**src/common/ulsmc_pkg.sv**
```systemverilog
package ulsmc_pkg;

  // Register offsets inside the channel map
  localparam logic [2:0] OFS_FLOW_ON_FIRST  = 3'h4;
  localparam logic [2:0] OFS_MODEM_CTRL     = 3'h4;
  localparam logic [2:0] OFS_LINE_STATUS    = 3'h5;
  localparam logic [2:0] OFS_FLOW_ON_SECOND = 3'h5;

  // Values after reset
  localparam logic [7:0] RST_LINE_STATUS = 8'h60;
  localparam logic [7:0] RST_FLOW_ON     = 8'h00;
  localparam logic [7:0] RST_MODEM_CTRL  = 8'h00;

  // Line control value that opens the enhanced bank
  localparam logic [7:0] LCR_ENHANCED = 8'hbf;

  // Field positions in neighbouring registers
  localparam int LCR_DIVISOR_BIT  = 7;
  localparam int SFR_ALT_BIT      = 2;
  localparam int EFR_ENHANCE_BIT  = 4;
  localparam int IOC_DTR_PIN5_BIT = 1;
  localparam int IOC_DTR_PIN1_BIT = 2;

  // Modem control fields
  localparam int MCR_DTR_BIT  = 0;
  localparam int MCR_RTS_BIT  = 1;
  localparam int MCR_OUT1_BIT = 2;
  localparam int MCR_OUT2_BIT = 3;
  localparam int MCR_LOOP_BIT = 4;
  // Bits 7:5 and 3:2 need the enhanced enable to change
  localparam logic [7:0] MCR_PROT_MASK = 8'hec;

  // Register access request from the serial host port
  typedef struct packed {
    logic [2:0] addr;
    logic       wr;
    logic       rd;
    logic [7:0] wdata;
  } ulsmc_reg_req_t;

  // Error tags carried by each received byte
  typedef struct packed {
    logic brk;
    logic fe;
    logic pe;
  } ulsmc_rx_err_t;

  // Line status layout, bit 7 down to bit 0
  typedef struct packed {
    logic fifo_err;
    logic temt;
    logic thre;
    logic brk;
    logic fe;
    logic pe;
    logic oe;
    logic dr;
  } ulsmc_lsr_t;

  // Loopback routing into the modem status bits
  typedef struct packed {
    logic cd;
    logic ri;
    logic dsr;
    logic cts;
  } ulsmc_loop_t;

endpackage : ulsmc_pkg

```
**src/logic/ulsmc_regs.sv**
```systemverilog
`timescale 1ns/1ns
module ulsmc_regs #(
  parameter int RX_DEPTH = 64
) (
  // Clock and resets
  input  wire logic                       i_clk_sys,
  input  wire logic                       i_reset,
  input  wire logic                       i_soft_reset,
  // Register access from the host port
  input  wire ulsmc_pkg::ulsmc_reg_req_t  i_reg_req,
  output logic [7:0]                      o_reg_rdata,
  // Neighbouring register contents
  input  wire logic [7:0]                 i_line_ctrl,
  input  wire logic [7:0]                 i_enh_feature,
  input  wire logic [7:0]                 i_special_func,
  input  wire logic [7:0]                 i_io_ctrl,
  // Hardware flow control
  input  wire logic                       i_auto_rts_en,
  input  wire logic                       i_flow_rts_n,
  // Modem pins and loopback routing
  output logic                            o_rts_n,
  output logic                            o_dtr_n,
  output logic                            o_loopback,
  output ulsmc_pkg::ulsmc_loop_t          o_loop_status,
  output logic [7:0]                      o_modem_ctrl,
  // Receive path events
  input  wire logic                       i_rx_push,
  input  wire ulsmc_pkg::ulsmc_rx_err_t   i_rx_err,
  input  wire logic                       i_rx_pop,
  // Transmit path events
  input  wire logic                       i_thr_write,
  input  wire logic                       i_thr_to_tsr_last,
  input  wire logic                       i_tsr_busy,
  // Line status and flow-on characters
  output ulsmc_pkg::ulsmc_lsr_t           o_line_status,
  output logic [7:0]                      o_flow_on_first,
  output logic [7:0]                      o_flow_on_second
);

  localparam int AW = (RX_DEPTH > 1) ? $clog2(RX_DEPTH) : 1;
  localparam int CW = $clog2(RX_DEPTH + 1);
  localparam logic [CW-1:0] FULL_CNT = CW'(RX_DEPTH);
  localparam logic [AW-1:0] LAST_PTR = AW'(RX_DEPTH - 1);

  // Enhanced bank is open for this line control and special function
  function automatic logic enh_bank(input logic [7:0] line_control_reg,
                                    input logic [7:0] special_function_reg);
    return (line_control_reg == ulsmc_pkg::LCR_ENHANCED) && !special_function_reg[ulsmc_pkg::SFR_ALT_BIT];
  endfunction : enh_bank

  // Any error tag on a byte
  function automatic logic any_err(input ulsmc_pkg::ulsmc_rx_err_t e);
    return e.brk || e.fe || e.pe;
  endfunction : any_err

  // Pointer advance with wrap for any depth
  function automatic logic [AW-1:0] ptr_inc(input logic [AW-1:0] p);
    return (p == LAST_PTR) ? '0 : AW'(p + 1'b1);
  endfunction : ptr_inc

  logic                      bank_enh;
  logic                      wr_on_first;
  logic                      wr_on_second;
  logic                      wr_mcr;
  logic                      rd_lsr;
  logic [7:0]                mcr_reg;
  logic [7:0]                mcr_next;
  logic [7:0]                mcr_wmask;
  logic [7:0]                on_first_reg;
  logic [7:0]                on_second_reg;
  logic                      loop_on;
  logic                      dtr_sel;
  logic                      rts_n_reg;
  logic                      dtr_n_reg;
  logic                      loopback_reg;
  ulsmc_pkg::ulsmc_loop_t    loop_reg;
  ulsmc_pkg::ulsmc_rx_err_t  err_mem [RX_DEPTH];
  logic [AW-1:0]             wr_ptr_reg;
  logic [AW-1:0]             rd_ptr_reg;
  logic [AW-1:0]             rd_ptr_next;
  logic [CW-1:0]             count_reg;
  logic [CW-1:0]             count_next;
  logic [CW-1:0]             err_cnt_reg;
  logic [CW-1:0]             err_cnt_next;
  logic                      push_ok;
  logic                      pop_ok;
  logic                      rx_full;
  ulsmc_pkg::ulsmc_rx_err_t  head_reg;
  ulsmc_pkg::ulsmc_rx_err_t  head_next;
  logic                      dr_reg;
  logic                      fifo_err_reg;
  logic                      oe_reg;
  logic                      thre_reg;
  logic                      thre_next;
  logic                      temt_reg;
  logic [7:0]                rdata_reg;

  // Address decode; line status hides behind the divisor latch bit
  assign bank_enh     = enh_bank(i_line_ctrl, i_special_func);
  assign wr_on_first  = i_reg_req.wr && bank_enh &&
                        (i_reg_req.addr == ulsmc_pkg::OFS_FLOW_ON_FIRST);
  assign wr_on_second = i_reg_req.wr && bank_enh &&
                        (i_reg_req.addr == ulsmc_pkg::OFS_FLOW_ON_SECOND);
  assign wr_mcr       = i_reg_req.wr && !bank_enh &&
                        (i_reg_req.addr == ulsmc_pkg::OFS_MODEM_CTRL);
  assign rd_lsr       = i_reg_req.rd && !bank_enh &&
                        !i_line_ctrl[ulsmc_pkg::LCR_DIVISOR_BIT] &&
                        (i_reg_req.addr == ulsmc_pkg::OFS_LINE_STATUS);

  // Protected bits keep their value unless the enhanced enable is set
  always_comb
  begin
    mcr_wmask = i_enh_feature[ulsmc_pkg::EFR_ENHANCE_BIT] ? 8'hff
                : ~ulsmc_pkg::MCR_PROT_MASK;
    mcr_next  = (i_reg_req.wdata & mcr_wmask) | (mcr_reg & ~mcr_wmask);
  end

  // Modem control register; software reset clears it too
  always_ff @(posedge i_clk_sys)
  begin
    if (i_reset || i_soft_reset)
      mcr_reg <= ulsmc_pkg::RST_MODEM_CTRL;
    else if (wr_mcr)
      mcr_reg <= mcr_next;
  end

  // Flow-on characters survive software reset by design
  always_ff @(posedge i_clk_sys)
  begin
    if (i_reset)
    begin
      on_first_reg  <= ulsmc_pkg::RST_FLOW_ON;
      on_second_reg <= ulsmc_pkg::RST_FLOW_ON;
    end
    else
    begin
      if (wr_on_first)
        on_first_reg <= i_reg_req.wdata;
      if (wr_on_second)
        on_second_reg <= i_reg_req.wdata;
    end
  end

  assign loop_on = mcr_reg[ulsmc_pkg::MCR_LOOP_BIT];
  assign dtr_sel = i_io_ctrl[ulsmc_pkg::IOC_DTR_PIN5_BIT] ||
                   i_io_ctrl[ulsmc_pkg::IOC_DTR_PIN1_BIT];

  // Pin drive; in loopback the pins park inactive high
  always_ff @(posedge i_clk_sys)
  begin
    if (i_reset || i_soft_reset)
    begin
      rts_n_reg    <= 1'b1;
      dtr_n_reg    <= 1'b1;
      loopback_reg <= 1'b0;
      loop_reg     <= '0;
    end
    else
    begin
      if (loop_on)
        rts_n_reg <= 1'b1;
      else if (i_auto_rts_en)
        rts_n_reg <= i_flow_rts_n;
      else
        rts_n_reg <= !mcr_reg[ulsmc_pkg::MCR_RTS_BIT];
      dtr_n_reg    <= (loop_on || !dtr_sel) ? 1'b1
                      : !mcr_reg[ulsmc_pkg::MCR_DTR_BIT];
      loopback_reg <= loop_on;
      loop_reg.cts <= loop_on && mcr_reg[ulsmc_pkg::MCR_RTS_BIT];
      loop_reg.dsr <= loop_on && mcr_reg[ulsmc_pkg::MCR_DTR_BIT];
      loop_reg.ri  <= loop_on && mcr_reg[ulsmc_pkg::MCR_OUT1_BIT];
      loop_reg.cd  <= loop_on && mcr_reg[ulsmc_pkg::MCR_OUT2_BIT];
    end
  end

  // Receive FIFO tracking; a full FIFO refuses the new byte
  assign rx_full = (count_reg == FULL_CNT);
  assign push_ok = i_rx_push && !rx_full;
  assign pop_ok  = i_rx_pop && (count_reg != '0);

  // Tag storage; no reset needed since the count gates every read
  always_ff @(posedge i_clk_sys)
  begin
    if (push_ok)
      err_mem[wr_ptr_reg] <= i_rx_err;
  end

  // Next count, errored-byte count and head tags
  always_comb
  begin
    rd_ptr_next  = pop_ok ? ptr_inc(rd_ptr_reg) : rd_ptr_reg;
    count_next   = count_reg;
    err_cnt_next = err_cnt_reg;
    if (push_ok && !pop_ok)
      count_next = CW'(count_reg + 1'b1);
    else if (pop_ok && !push_ok)
      count_next = CW'(count_reg - 1'b1);
    if (push_ok && any_err(i_rx_err))
      err_cnt_next = CW'(err_cnt_next + 1'b1);
    if (pop_ok && any_err(err_mem[rd_ptr_reg]))
      err_cnt_next = CW'(err_cnt_next - 1'b1);
    // A byte landing in an empty FIFO is not in storage yet
    if (push_ok && (count_next == CW'(1)) && (count_reg != CW'(1) || pop_ok))
      head_next = i_rx_err;
    else if (count_next != '0)
      head_next = err_mem[rd_ptr_next];
    else
      head_next = '0;
  end

  // Receive pointers, counts and derived status flops
  always_ff @(posedge i_clk_sys)
  begin
    if (i_reset || i_soft_reset)
    begin
      wr_ptr_reg   <= '0;
      rd_ptr_reg   <= '0;
      count_reg    <= '0;
      err_cnt_reg  <= '0;
      head_reg     <= '0;
      dr_reg       <= 1'b0;
      fifo_err_reg <= 1'b0;
    end
    else
    begin
      if (push_ok)
        wr_ptr_reg <= ptr_inc(wr_ptr_reg);
      rd_ptr_reg   <= rd_ptr_next;
      count_reg    <= count_next;
      err_cnt_reg  <= err_cnt_next;
      head_reg     <= head_next;
      dr_reg       <= (count_next != '0);
      fifo_err_reg <= (err_cnt_next != '0);
    end
  end

  // Overrun: set wins over the read that clears it
  always_ff @(posedge i_clk_sys)
  begin
    if (i_reset || i_soft_reset)
      oe_reg <= 1'b0;
    else if (i_rx_push && rx_full)
      oe_reg <= 1'b1;
    else if (rd_lsr)
      oe_reg <= 1'b0;
  end

  // Holding empty: the move of the last byte wins over a new write
  always_comb
  begin
    if (i_thr_to_tsr_last)
      thre_next = 1'b1;
    else if (i_thr_write)
      thre_next = 1'b0;
    else
      thre_next = thre_reg;
  end

  // Transmit flags; both come up set after reset
  always_ff @(posedge i_clk_sys)
  begin
    if (i_reset || i_soft_reset)
    begin
      thre_reg <= ulsmc_pkg::RST_LINE_STATUS[5];
      temt_reg <= ulsmc_pkg::RST_LINE_STATUS[6];
    end
    else
    begin
      thre_reg <= thre_next;
      temt_reg <= thre_next && !i_tsr_busy && !i_thr_write;
    end
  end

  // Read data; unmapped or hidden registers read as zero
  always_ff @(posedge i_clk_sys)
  begin
    if (i_reset)
      rdata_reg <= 8'h00;
    else if (i_reg_req.rd)
    begin
      if (bank_enh && i_reg_req.addr == ulsmc_pkg::OFS_FLOW_ON_FIRST)
        rdata_reg <= on_first_reg;
      else if (bank_enh && i_reg_req.addr == ulsmc_pkg::OFS_FLOW_ON_SECOND)
        rdata_reg <= on_second_reg;
      else if (!bank_enh && i_reg_req.addr == ulsmc_pkg::OFS_MODEM_CTRL)
        rdata_reg <= mcr_reg;
      else if (rd_lsr)
        rdata_reg <= o_line_status;
      else
        rdata_reg <= 8'h00;
    end
  end

  // Outputs straight from flops
  assign o_reg_rdata      = rdata_reg;
  assign o_rts_n          = rts_n_reg;
  assign o_dtr_n          = dtr_n_reg;
  assign o_loopback       = loopback_reg;
  assign o_loop_status    = loop_reg;
  assign o_modem_ctrl     = mcr_reg;
  assign o_flow_on_first  = on_first_reg;
  assign o_flow_on_second = on_second_reg;
  assign o_line_status    = '{fifo_err: fifo_err_reg, temt: temt_reg,
                              thre: thre_reg, brk: head_reg.brk,
                              fe: head_reg.fe, pe: head_reg.pe,
                              oe: oe_reg, dr: dr_reg};

  // Checks
  property p_loop_cts;
    @(posedge i_clk_sys) disable iff (i_reset || i_soft_reset)
    loop_on && !wr_mcr |=> o_loop_status.cts == $past(mcr_reg[1]);
  endproperty
  a_loop_cts: assert property (p_loop_cts)
    else $error("loopback cts does not follow rts bit");

  property p_loop_dsr;
    @(posedge i_clk_sys) disable iff (i_reset || i_soft_reset)
    loop_on |=> o_loop_status.dsr == $past(mcr_reg[0]) && o_loopback;
  endproperty
  a_loop_dsr: assert property (p_loop_dsr)
    else $error("loopback dsr does not follow dtr bit");

  property p_auto_rts;
    @(posedge i_clk_sys) disable iff (i_reset || i_soft_reset)
    i_auto_rts_en && !loop_on |=> o_rts_n == $past(i_flow_rts_n);
  endproperty
  a_auto_rts: assert property (p_auto_rts)
    else $error("rts pin not driven by flow control");

  property p_dtr_force;
    @(posedge i_clk_sys) disable iff (i_reset || i_soft_reset)
    dtr_sel && !loop_on |=> o_dtr_n != $past(mcr_reg[0]);
  endproperty
  a_dtr_force: assert property (p_dtr_force)
    else $error("dtr pin level wrong for control bit");

  property p_mcr_protect;
    @(posedge i_clk_sys) disable iff (i_reset || i_soft_reset)
    !i_enh_feature[4] |=> (mcr_reg & 8'hec) == ($past(mcr_reg) & 8'hec);
  endproperty
  a_mcr_protect: assert property (p_mcr_protect)
    else $error("protected modem control bits changed");

  property p_on_char_keep;
    @(posedge i_clk_sys) disable iff (i_reset)
    !wr_on_first |=> on_first_reg == $past(on_first_reg);
  endproperty
  a_on_char_keep: assert property (p_on_char_keep)
    else $error("on character changed without a write");

  property p_overrun;
    @(posedge i_clk_sys) disable iff (i_reset || i_soft_reset)
    i_rx_push && rx_full |=> o_line_status.oe && count_reg != '0;
  endproperty
  a_overrun: assert property (p_overrun)
    else $error("overrun missed or byte stored while full");

  property p_ready;
    @(posedge i_clk_sys) disable iff (i_reset || i_soft_reset)
    push_ok |=> o_line_status.dr;
  endproperty
  a_ready: assert property (p_ready)
    else $error("data ready not set after a stored byte");

  property p_temt;
    @(posedge i_clk_sys) disable iff (i_reset || i_soft_reset)
    i_thr_write || i_tsr_busy |=> !o_line_status.temt;
  endproperty
  a_temt: assert property (p_temt)
    else $error("transmitter empty while a character is held");

endmodule : ulsmc_regs

```
**config.mk**
```make
export PLATFORM = sky130hd
export DESIGN_NAME = ulsmc_regs
export DESIGN_NICKNAME = d
export VERILOG_FILES = /design/src/common/ulsmc_pkg.sv /design/src/logic/ulsmc_regs.sv
export SDC_FILE = /design/constraint.sdc
export NUM_CORES = 1
export LEC_CHECK = 0
export ABC_AREA = 0
export BUFFER_PORTS_ARGS = -buffer_cell sky130_fd_sc_hd__buf_2
export CAP_MARGIN = 20
export CORE_MARGIN = 2
export CORE_UTILIZATION = 56
export DETAILED_ROUTE_END_ITERATION = 6
export PLACE_DENSITY_LB_ADDON = 0.2
export SLEW_MARGIN = 20
export SYNTH_ARGS = -nofsm -noshare
export SYNTH_HDL_FRONTEND = slang
export SYNTH_SLANG_ARGS = --single-unit
```
**constraint.sdc**
```tcl
create_clock -name i_clk_sys -period 3.4 [get_ports i_clk_sys]
set_input_delay 0.34 -clock i_clk_sys [delete_from_list [all_inputs] [get_ports i_clk_sys]]
set_output_delay 0.34 -clock i_clk_sys [all_outputs]
set_load 0.01 [all_outputs]
```
### Word-level counts from Yosys, hierarchy flattened

Memory sizes are Yosys's and may differ from the RTL's. A register that Yosys moved wholly into a read port is not among the register bits.
Index checks and enable logic that the tools add are counted.

* bits in registers: 73
* bits in writable memories: 192
* bits of input ports: 58
* output and inout port bits: 47
* word-level logic and storage cells: 116
* memories kept: 1

* add/sub/neg operators: 6
* equal/unequal tests: 8
* multiplexer cells: 22
* bitwise logic cells: 4
* reduce and logical (&&, ||, !) cells: 52

Memories
* err_mem: words 64, width 3, read ports 2, clocked after Yosys merged registers in 1, wr ports 1, RTL line ulsmc_regs.sv:77 `ulsmc_pkg::ulsmc_rx_err_t err_mem [RX_DEPTH];`

Operator list (count)
* $mux W8: 5
* $mux W7: 4
* $logic_and A1 B1 Y1: 27
* $mux W6: 4
* $reduce_bool A7 Y1: 3
* $and A8 B8 Y8: 2
* $add A7 B1 Y7 const B: 2
* $sub A7 B1 Y7 const B: 2
* $add A6 B1 Y6 const B: 2
* $eq A6 B6 Y1 const B: 2
* $logic_not A1 Y1: 11
* $eq A8 B8 Y1 const B: 1
* $logic_or A1 B1 Y1: 8
* $not A8 Y8: 1
* $or A8 B8 Y8: 1
* $eq A7 B1 Y1 const B: 1
* $eq A7 B7 Y1 const B: 1
* $mux W1: 7
* $ne A7 B1 Y1 const B: 1
* $eq A3 B3 Y1 const B: 2
* $mux W3: 2
* $reduce_or A2 Y1: 2
* $reduce_bool A2 Y1: 1

### Depth between registers and ports, before layout

Gate-level depths: netlist of the first run.

* word-level depth: 11
* gate-level depth with buffers: 15

### Least setup slack after synthesis of the first run

Ideal clock, no wire load.

* path kind: register -> register
* start point: register count_reg[0]
* end point: register head_reg (netlist bit o_line_status[4])
* library setup time: 0.125 ns
* data arrival time: 2.791 ns
* data required time: 3.275 ns
* path slack: 0.484 ns
* stages on the path, launching flop included: 14
* path buffers: 3
* cell sequence: dfxtp_1 clkinv_1 ha_1 nor4b_4 a21boi_1 buf_6 mux2_4 buf_6 buf_6 nand2_1 nand3_1 a31o_2 o41ai_1 o21ai_1

* longest elaborated chain between the ends: 11

RTL lines
* start: declaration: RTL line ulsmc_regs.sv:81 `logic [CW-1:0] count_reg;`
* start signal: assignment: RTL line ulsmc_regs.sv:229 `count_reg <= count_next;`
* branches (longest 10 deep; another with $mem_v2 Z64 W3)
* $mux W3 (*): RTL line ulsmc_regs.sv:203 `if (push_ok && (count_next == CW'(1)) && (count_reg != CW'(1) || pop_ok))`
* end signal: assignment: RTL line ulsmc_regs.sv:231 `head_reg <= head_next;`
* end: declaration: RTL line ulsmc_regs.sv:88 `ulsmc_pkg::ulsmc_rx_err_t head_reg;`

Every way passes the cells marked *.
A chain may end at the register's enable or synchronous reset.

### Final worst setup path of the first run

* start point: register count_reg[1]
* end point: register head_reg (netlist bit o_line_status[4])

The elaborated chain is that of the path after synthesis.

==> results of run 1 <==
[path summary, 6_finish.rpt]
| path | end | from | depth (start not counted) |
|---|---|---|---|
| max | o_line_status[4]$_SDFF_PP0_ | count_reg[1]$_SDFF_PP0_ | 12 |
| min | o_dtr_n$_SDFF_PP1_ | i_io_ctrl[2] | 2 |
| max reg2reg | o_line_status[4]$_SDFF_PP0_ | count_reg[1]$_SDFF_PP0_ | 12 |
| min reg2reg | o_flow_on_second[3]$_SDFFE_PP0P_ | o_flow_on_second[3]$_SDFFE_PP0P_ | 2 |
[where the power goes]
part | switching, mW | internal [mW] | total (mW)
combinational | 0.455 | 0.274 | 0.728
sequential | 0.0254 | 3.49 | 3.51
clock | 1.27 | 1.67 | 2.94
[cells by family (layout without fill, tap and decap cells)]
kind of cell    Yosys count  after routing  share of synthesized area
buf+inv                  96            216                     0.0361
simple gates            586            586                      0.217
mux                      55             55                     0.0517
flops                   265            265                      0.559
xor+xnor                 24             24                     0.0168
compound gates          210            210                      0.111
fa+ha+maj                 8              8                    0.00774
[synthesized netlist by cell type, types with 8 or more instances]
cell type / instances / area [um2]
clkbuf_1: 34 / 128
mux2_2: 10 / 113
a222oi_1: 8 / 80.1
nor2_1: 146 / 548
nor4b_1: 12 / 105
nand3b_1: 10 / 75.1
nor4_1: 26 / 163
ha_1: 8 / 100
nand4_1: 18 / 113
and3_1: 16 / 100
o21ai_0: 19 / 95.1
dfxtp_1: 73 / 1460
inv_1: 8 / 30.0
buf_4: 8 / 60.1
edfxtp_1: 192 / 5770
buf_2: 31 / 155
xor2_1: 9 / 78.8
mux2i_1: 36 / 360
a21oi_1: 71 / 355
nor3_1: 53 / 265
a211oi_1: 30 / 225
xnor2_1: 14 / 123
buf_1: 8 / 30.0
nand3_1: 84 / 420
nand2_1: 176 / 661
[through the flow]
step / area [um2] / utilization / instances
2_1_floorplan: 12900 / - / 1244
3_3_place_gp: 13900 / 0.613 / 1593
3_5_place_dp: 13900 / 0.613 / 1593
4_1_cts: 14800 / 0.654 / 1649
5_1_grt: 14800 / 0.655 / 1649
6_report: 14800 / 0.655 / 1649
[cell type report]
type / instances / area share
clock inverters: 20 / 0.0116
flip-flops and latches: 265 / 0.488
inverters: 10 / 0.00253
repair buffers: 154 / 0.0704
clock buffers: 32 / 0.0483
well taps: 285 / 0.0241
multi-input cells: 883 / 0.356
[worst max-delay path, delay by kind of cell, from the launching register on]
kind | cells | cell delay, ns
buffers and inverters | 2 | 0.28
AO/OA/AOI/OAI | 6 | 1.26
flip-flops | 1 | 0.33
adder cells (fa/ha/maj) | 1 | 0.29
AND/OR/NAND/NOR | 3 | 0.92
[metal layers]
metal | global-route usage | wire length (um) | vias to the layer above
met5 | 0 | 0 | -
met1 | 0.405 | 14500 | 5097
li1 | - | - | 4843
met3 | 0.0586 | 4010 | 99
met4 | 0.112 | 1490 | 0
met2 | 0.468 | 16600 | 622
[what timing repair did]
action | 4_1_cts | 5_1_grt
hold endpoints to repair | 3 | 0
endpoints found under the setup margin | 0 | 1
gates resized for setup | 0 | 3
hold buffers | 4 | 0
setup buffers | 0 | 0
==> reports/results.ini, run 1 <==
[sta]
maxSlewViolCount=0
finalClockSkew_ns=0.0128
rsz0062_at_grt=false
fin_setup_tns_ns=0
worst_pin_slew_ns=0.722
timing.hold.ws_ns=0.00346
fmax_ghz=0.310
setup_viol=0
post-route-period-util=0.950
setup_slack_ns=0.172
fin_crit_ns=3.23
relSlewSlack=0.518
final-hold-violation-count=0

[cts]
cts_inserted_buffers=28
cts-root-buf=clkbuf_16
htreeDepth=1
path_clk_slew_ns=0.06
clk_latency_ns=0.55
cts_tree=done
clock_sinks=265
clockBufferDepth=3

[cells_and_area]
largest-register=err_mem
multi_input_area_um2=5270
areaGrowthSynthToFinish_pct=14.7
fill_cells=1731
nets=1408
num_antenna_cells=0
mostFrequentLayoutCell=edfxtp_1
largest_reg_flops=192
drive_above_1_share=0.174
mostFrequentLayoutCells=192 x edfxtp_1, 176 x nand2_1, 146 x nor2_1
seq_area_um2=7230

[synth]
ys_types=79
syn_nets=1310
async_reset_ff_frac=0
syn_inst=1244
synthFlopType=edfxtp_1
ys_warn_count=0
syn_area_um2=12900
yosysSeqAreaShare=0.559
avgSynthCellArea_um2=10.4
synth-edff-count=192
synth-seq-cells=265

[die]
core_area_um2=22600
fp-row-count=55
ios=105
start_util=0.571
die-area_um2=24300
die-height_um=156
die_x_um=156

[detailed_routing]
drtIter0Drc=1385
wl_per_cell_um=22.2
drc=0
postRouteAntennaNets=0
drt_wl_total_mm=36.5
drt_pass1_iterations=6
num_vias=10700
vias_per_cell=6.47

[status]
status=complete, no violations

[worst_hold_path]
hp-class=primary input to flip-flop

[placement]
portBuffers=84
dp.final_hpwl_mm=24.5
gp_congestion=0.935
dp_slack_ns=0.235

[grt]
grt-ovfl-total=0
grt_antenna_before_repair=1
grt_pass1_vias=9806
grt_max_degree=65
grt_use_total=0.295
grt_first_pass_wirelength_mm=55.3

[worst_setup_path]
crit_chain=inv_1 > ha_1 > or4b_4 > o21ai_2 > o21ai_0 > a32oi_1 > nand3_1 > nor4_4 > buf_4 > a21oi_1 > o41ai_1 > o21ai_1
criticalPathCategory=flip-flop to flip-flop
r2r_slack_ns=0.17
startpoint_type=flip-flop
worstSetupEndpointType=flip-flop
critical_path.max_fanout=8
worstPathRequired_ns=3.80
cp_slowest_cell=or4b_4
cp.arrival_ns=3.63
critPathMaxStageDelay_ns=0.56

[job]
cap_violations=0

[pwr]
p_per_area_nw_per_um2=484
finalPower_mw=7.18
p_leak_nw=5.18
ir_drop_uv=393

No activity file was read; power rests on OpenSTA's default activity.
==> run 2: changes to the inputs <==
- CORE_UTILIZATION: 56 -> 54
- clock period: 3.4 -> 2.8 ns (I/O delays scaled with it)
==> reports/results.ini, run 2 (same netlist as run 1, synthesis figures left out) <==
[cells_and_area]
post-route-cell-area_um2=16500  ; was 14,800 um2
nets=1549  ; was 1,408
fin_util=0.701  ; was 0.655
mostFrequentLayoutCells=192 x edfxtp_1, 175 x buf_4, 172 x nand2_1  ; was 192 x edfxtp_1, 176 x nand2_1, 146 x nor2_1
mostFrequentLayoutCell=edfxtp_1  ; unchanged
num_antenna_cells=0  ; unchanged
areaGrowthSynthToFinish_pct=27.3  ; was 14.7%
multi_input_area_um2=5470  ; was 5270 um2
largest_reg_flops=192  ; unchanged
fill_cells=1659  ; was 1,731
seq_area_um2=7230  ; about the same
drive_above_1_share=0.277  ; was 0.174
largest-register=err_mem  ; unchanged

[grt]
grt_first_pass_wirelength_mm=61.8  ; was 55.3 mm
grt_antenna_before_repair=0  ; was 1
grt_pass1_vias=11000  ; was 9,806
grt_use_total=0.312  ; was 0.295
grt-ovfl-total=0  ; unchanged
grt_max_degree=66  ; was 65

[sta]
maxSlewViolCount=0  ; unchanged
worst_pin_slew_ns=1.05  ; was 0.722 ns
timing.hold.ws_ns=0.0135  ; was 0.00346 ns
fmax_ghz=0.350  ; was 0.310 GHz
rsz0062_at_grt=true  ; was false
fin_crit_ns=2.86  ; was 3.23 ns
final-hold-violation-count=0  ; unchanged
setup_viol=2  ; was 0
finalClockSkew_ns=0.0129  ; was 0.0128 ns
post-route-period-util=1.02  ; was 0.950
relSlewSlack=0.297  ; was 0.518
setup_slack_ns=-0.0562  ; was 0.172 ns

[cts]
cts-root-buf=clkbuf_16  ; unchanged
clock_sinks=265  ; unchanged
cts_tree=done  ; unchanged
htreeDepth=1  ; unchanged
clk_latency_ns=0.56  ; was 0.55 ns
cts_inserted_buffers=29  ; was 28
path_clk_slew_ns=0.06  ; about the same
clockBufferDepth=3  ; unchanged

[pwr]
p_leak_nw=6.03  ; was 5.18 nW
p_per_area_nw_per_um2=589  ; was 484 nW/um2
ir_drop_uv=473  ; was 393 uV

[placement]
placed_cell_area_um2=14700  ; was 13,900 um2
portBuffers=84  ; unchanged
dp.final_hpwl_mm=27.3  ; was 24.5 mm
dp_slack_ns=-0.195  ; was 0.235 ns
gp_congestion=1.00  ; was 0.935

[detailed_routing]
postRouteAntennaNets=0  ; unchanged
drc=0  ; unchanged
num_vias=11400  ; was 10,700
drtIter0Drc=1494  ; was 1,385
drt_pass1_iterations=6  ; unchanged
vias_per_cell=6.25  ; was 6.47
drt_wl_total_mm=40.8  ; was 36.5 mm
wl_per_cell_um=22.4  ; was 22.2 um

[worst_setup_path]
startpoint_type=flip-flop  ; unchanged
critPathMaxStageDelay_ns=0.36  ; was 0.56 ns
cp.arrival_ns=3.35  ; was 3.63 ns
worstPathRequired_ns=3.29  ; was 3.80 ns
cp_slowest_cell=mux2i_4  ; was or4b_4
criticalPathCategory=flip-flop to flip-flop  ; unchanged
crit_chain=inv_4 > ha_4 > nor4b_4 > a21boi_2 > buf_6 > buf_8 > mux2i_4 > buf_12 > clkbuf_16 > buf_8 > nand2_1 > nand3_1 > nand3_1 > a21oi_1 > o41ai_2 > o21ai_1  ; was inv_1 > ha_1 > or4b_4 > o21ai_2 > o21ai_0 > a32oi_1 > nand3_1 > nor4_4 > buf_4 > a21oi_1 > o41ai_1 > o21ai_1
critical_path.max_fanout=7  ; was 8
worstSetupEndpointType=flip-flop  ; unchanged

[status]
violations=negative setup slack
status=finished, violations left  ; was complete, no violations

[job]
cap_violations=0  ; unchanged

[die]
die-area_um2=25200  ; was 24,300 um2
core_area_um2=23500  ; was 22,600 um2
ios=105  ; unchanged
die-height_um=159  ; was 156 um
fp-row-count=56  ; was 55
die_x_um=159  ; was 156 um
start_util=0.551  ; was 0.571

[worst_hold_path]
hp-class=primary input to flip-flop  ; unchanged

==> run 2: final cells by class <==
type / count / share of cell area
inverters: 10 / 0.00243
clock buffers: 33 / 0.0456
flip-flops and latches: 265 / 0.440
repair buffers: 293 / 0.136
well taps: 319 / 0.0243
multi-input cells: 884 / 0.332
clock inverters: 21 / 0.0195
==> run 2: power by group <==
group	switching [mW]	total [mW]	leakage (nW)	internal [mW]
Clock	1.58	4.24	0.517	2.66
Combinational	0.642	1.18	3.19	0.536
Sequential	0.0289	4.26	2.32	4.23
==> run 2: worst paths after layout <==
path	from	endpoint	slack, ns	cells past startpoint
setup reg to reg	count_reg[0]$_SDFF_PP0_	o_line_status[4]$_SDFF_PP0_	-0.06	16
hold reg to reg	o_flow_on_second[5]$_SDFFE_PP0P_	o_flow_on_second[5]$_SDFFE_PP0P_	0.48	2
setup / recovery	count_reg[0]$_SDFF_PP0_	o_line_status[4]$_SDFF_PP0_	-0.06	16
hold / removal	i_reg_req[2]	flip-flop	0.01	3
==> run 2: timing repair <==
item,CTS,global route
gates resized for setup,27,43
pin swaps,10,25
setup buffers,23,14
endpoints found under the setup margin,4,13
endpoints found under the hold margin,10,0
cloned,1,1
hold buffers,12,0
==> run 2: routing by layer <==
layer,part of all wire,track usage
met1,0.39,0.422
met4,0.039,0.125
met2,0.45,0.491
met3,0.12,0.0711
met5,0,0
==> run 2: through the flow <==
stage,power [mW],setup TNS (ns),std cells
floorplan,4.88,0,1244
global placement,5.30,-0.268,1720
detailed placement,5.31,-0.374,1720
CTS,9.59,-0.00119,1810
global route,9.95,-0.462,1825
finish,9.68,-0.109,1825
==> run 2: critical path, delay by kind of cell (launching register included) <==
kind	cells	cell delay, ns
mux	1	0.36
simple gates	4	0.40
buf+inv	6	0.76
fa+ha+maj	1	0.16
compound gates	4	0.74
flops	1	0.35
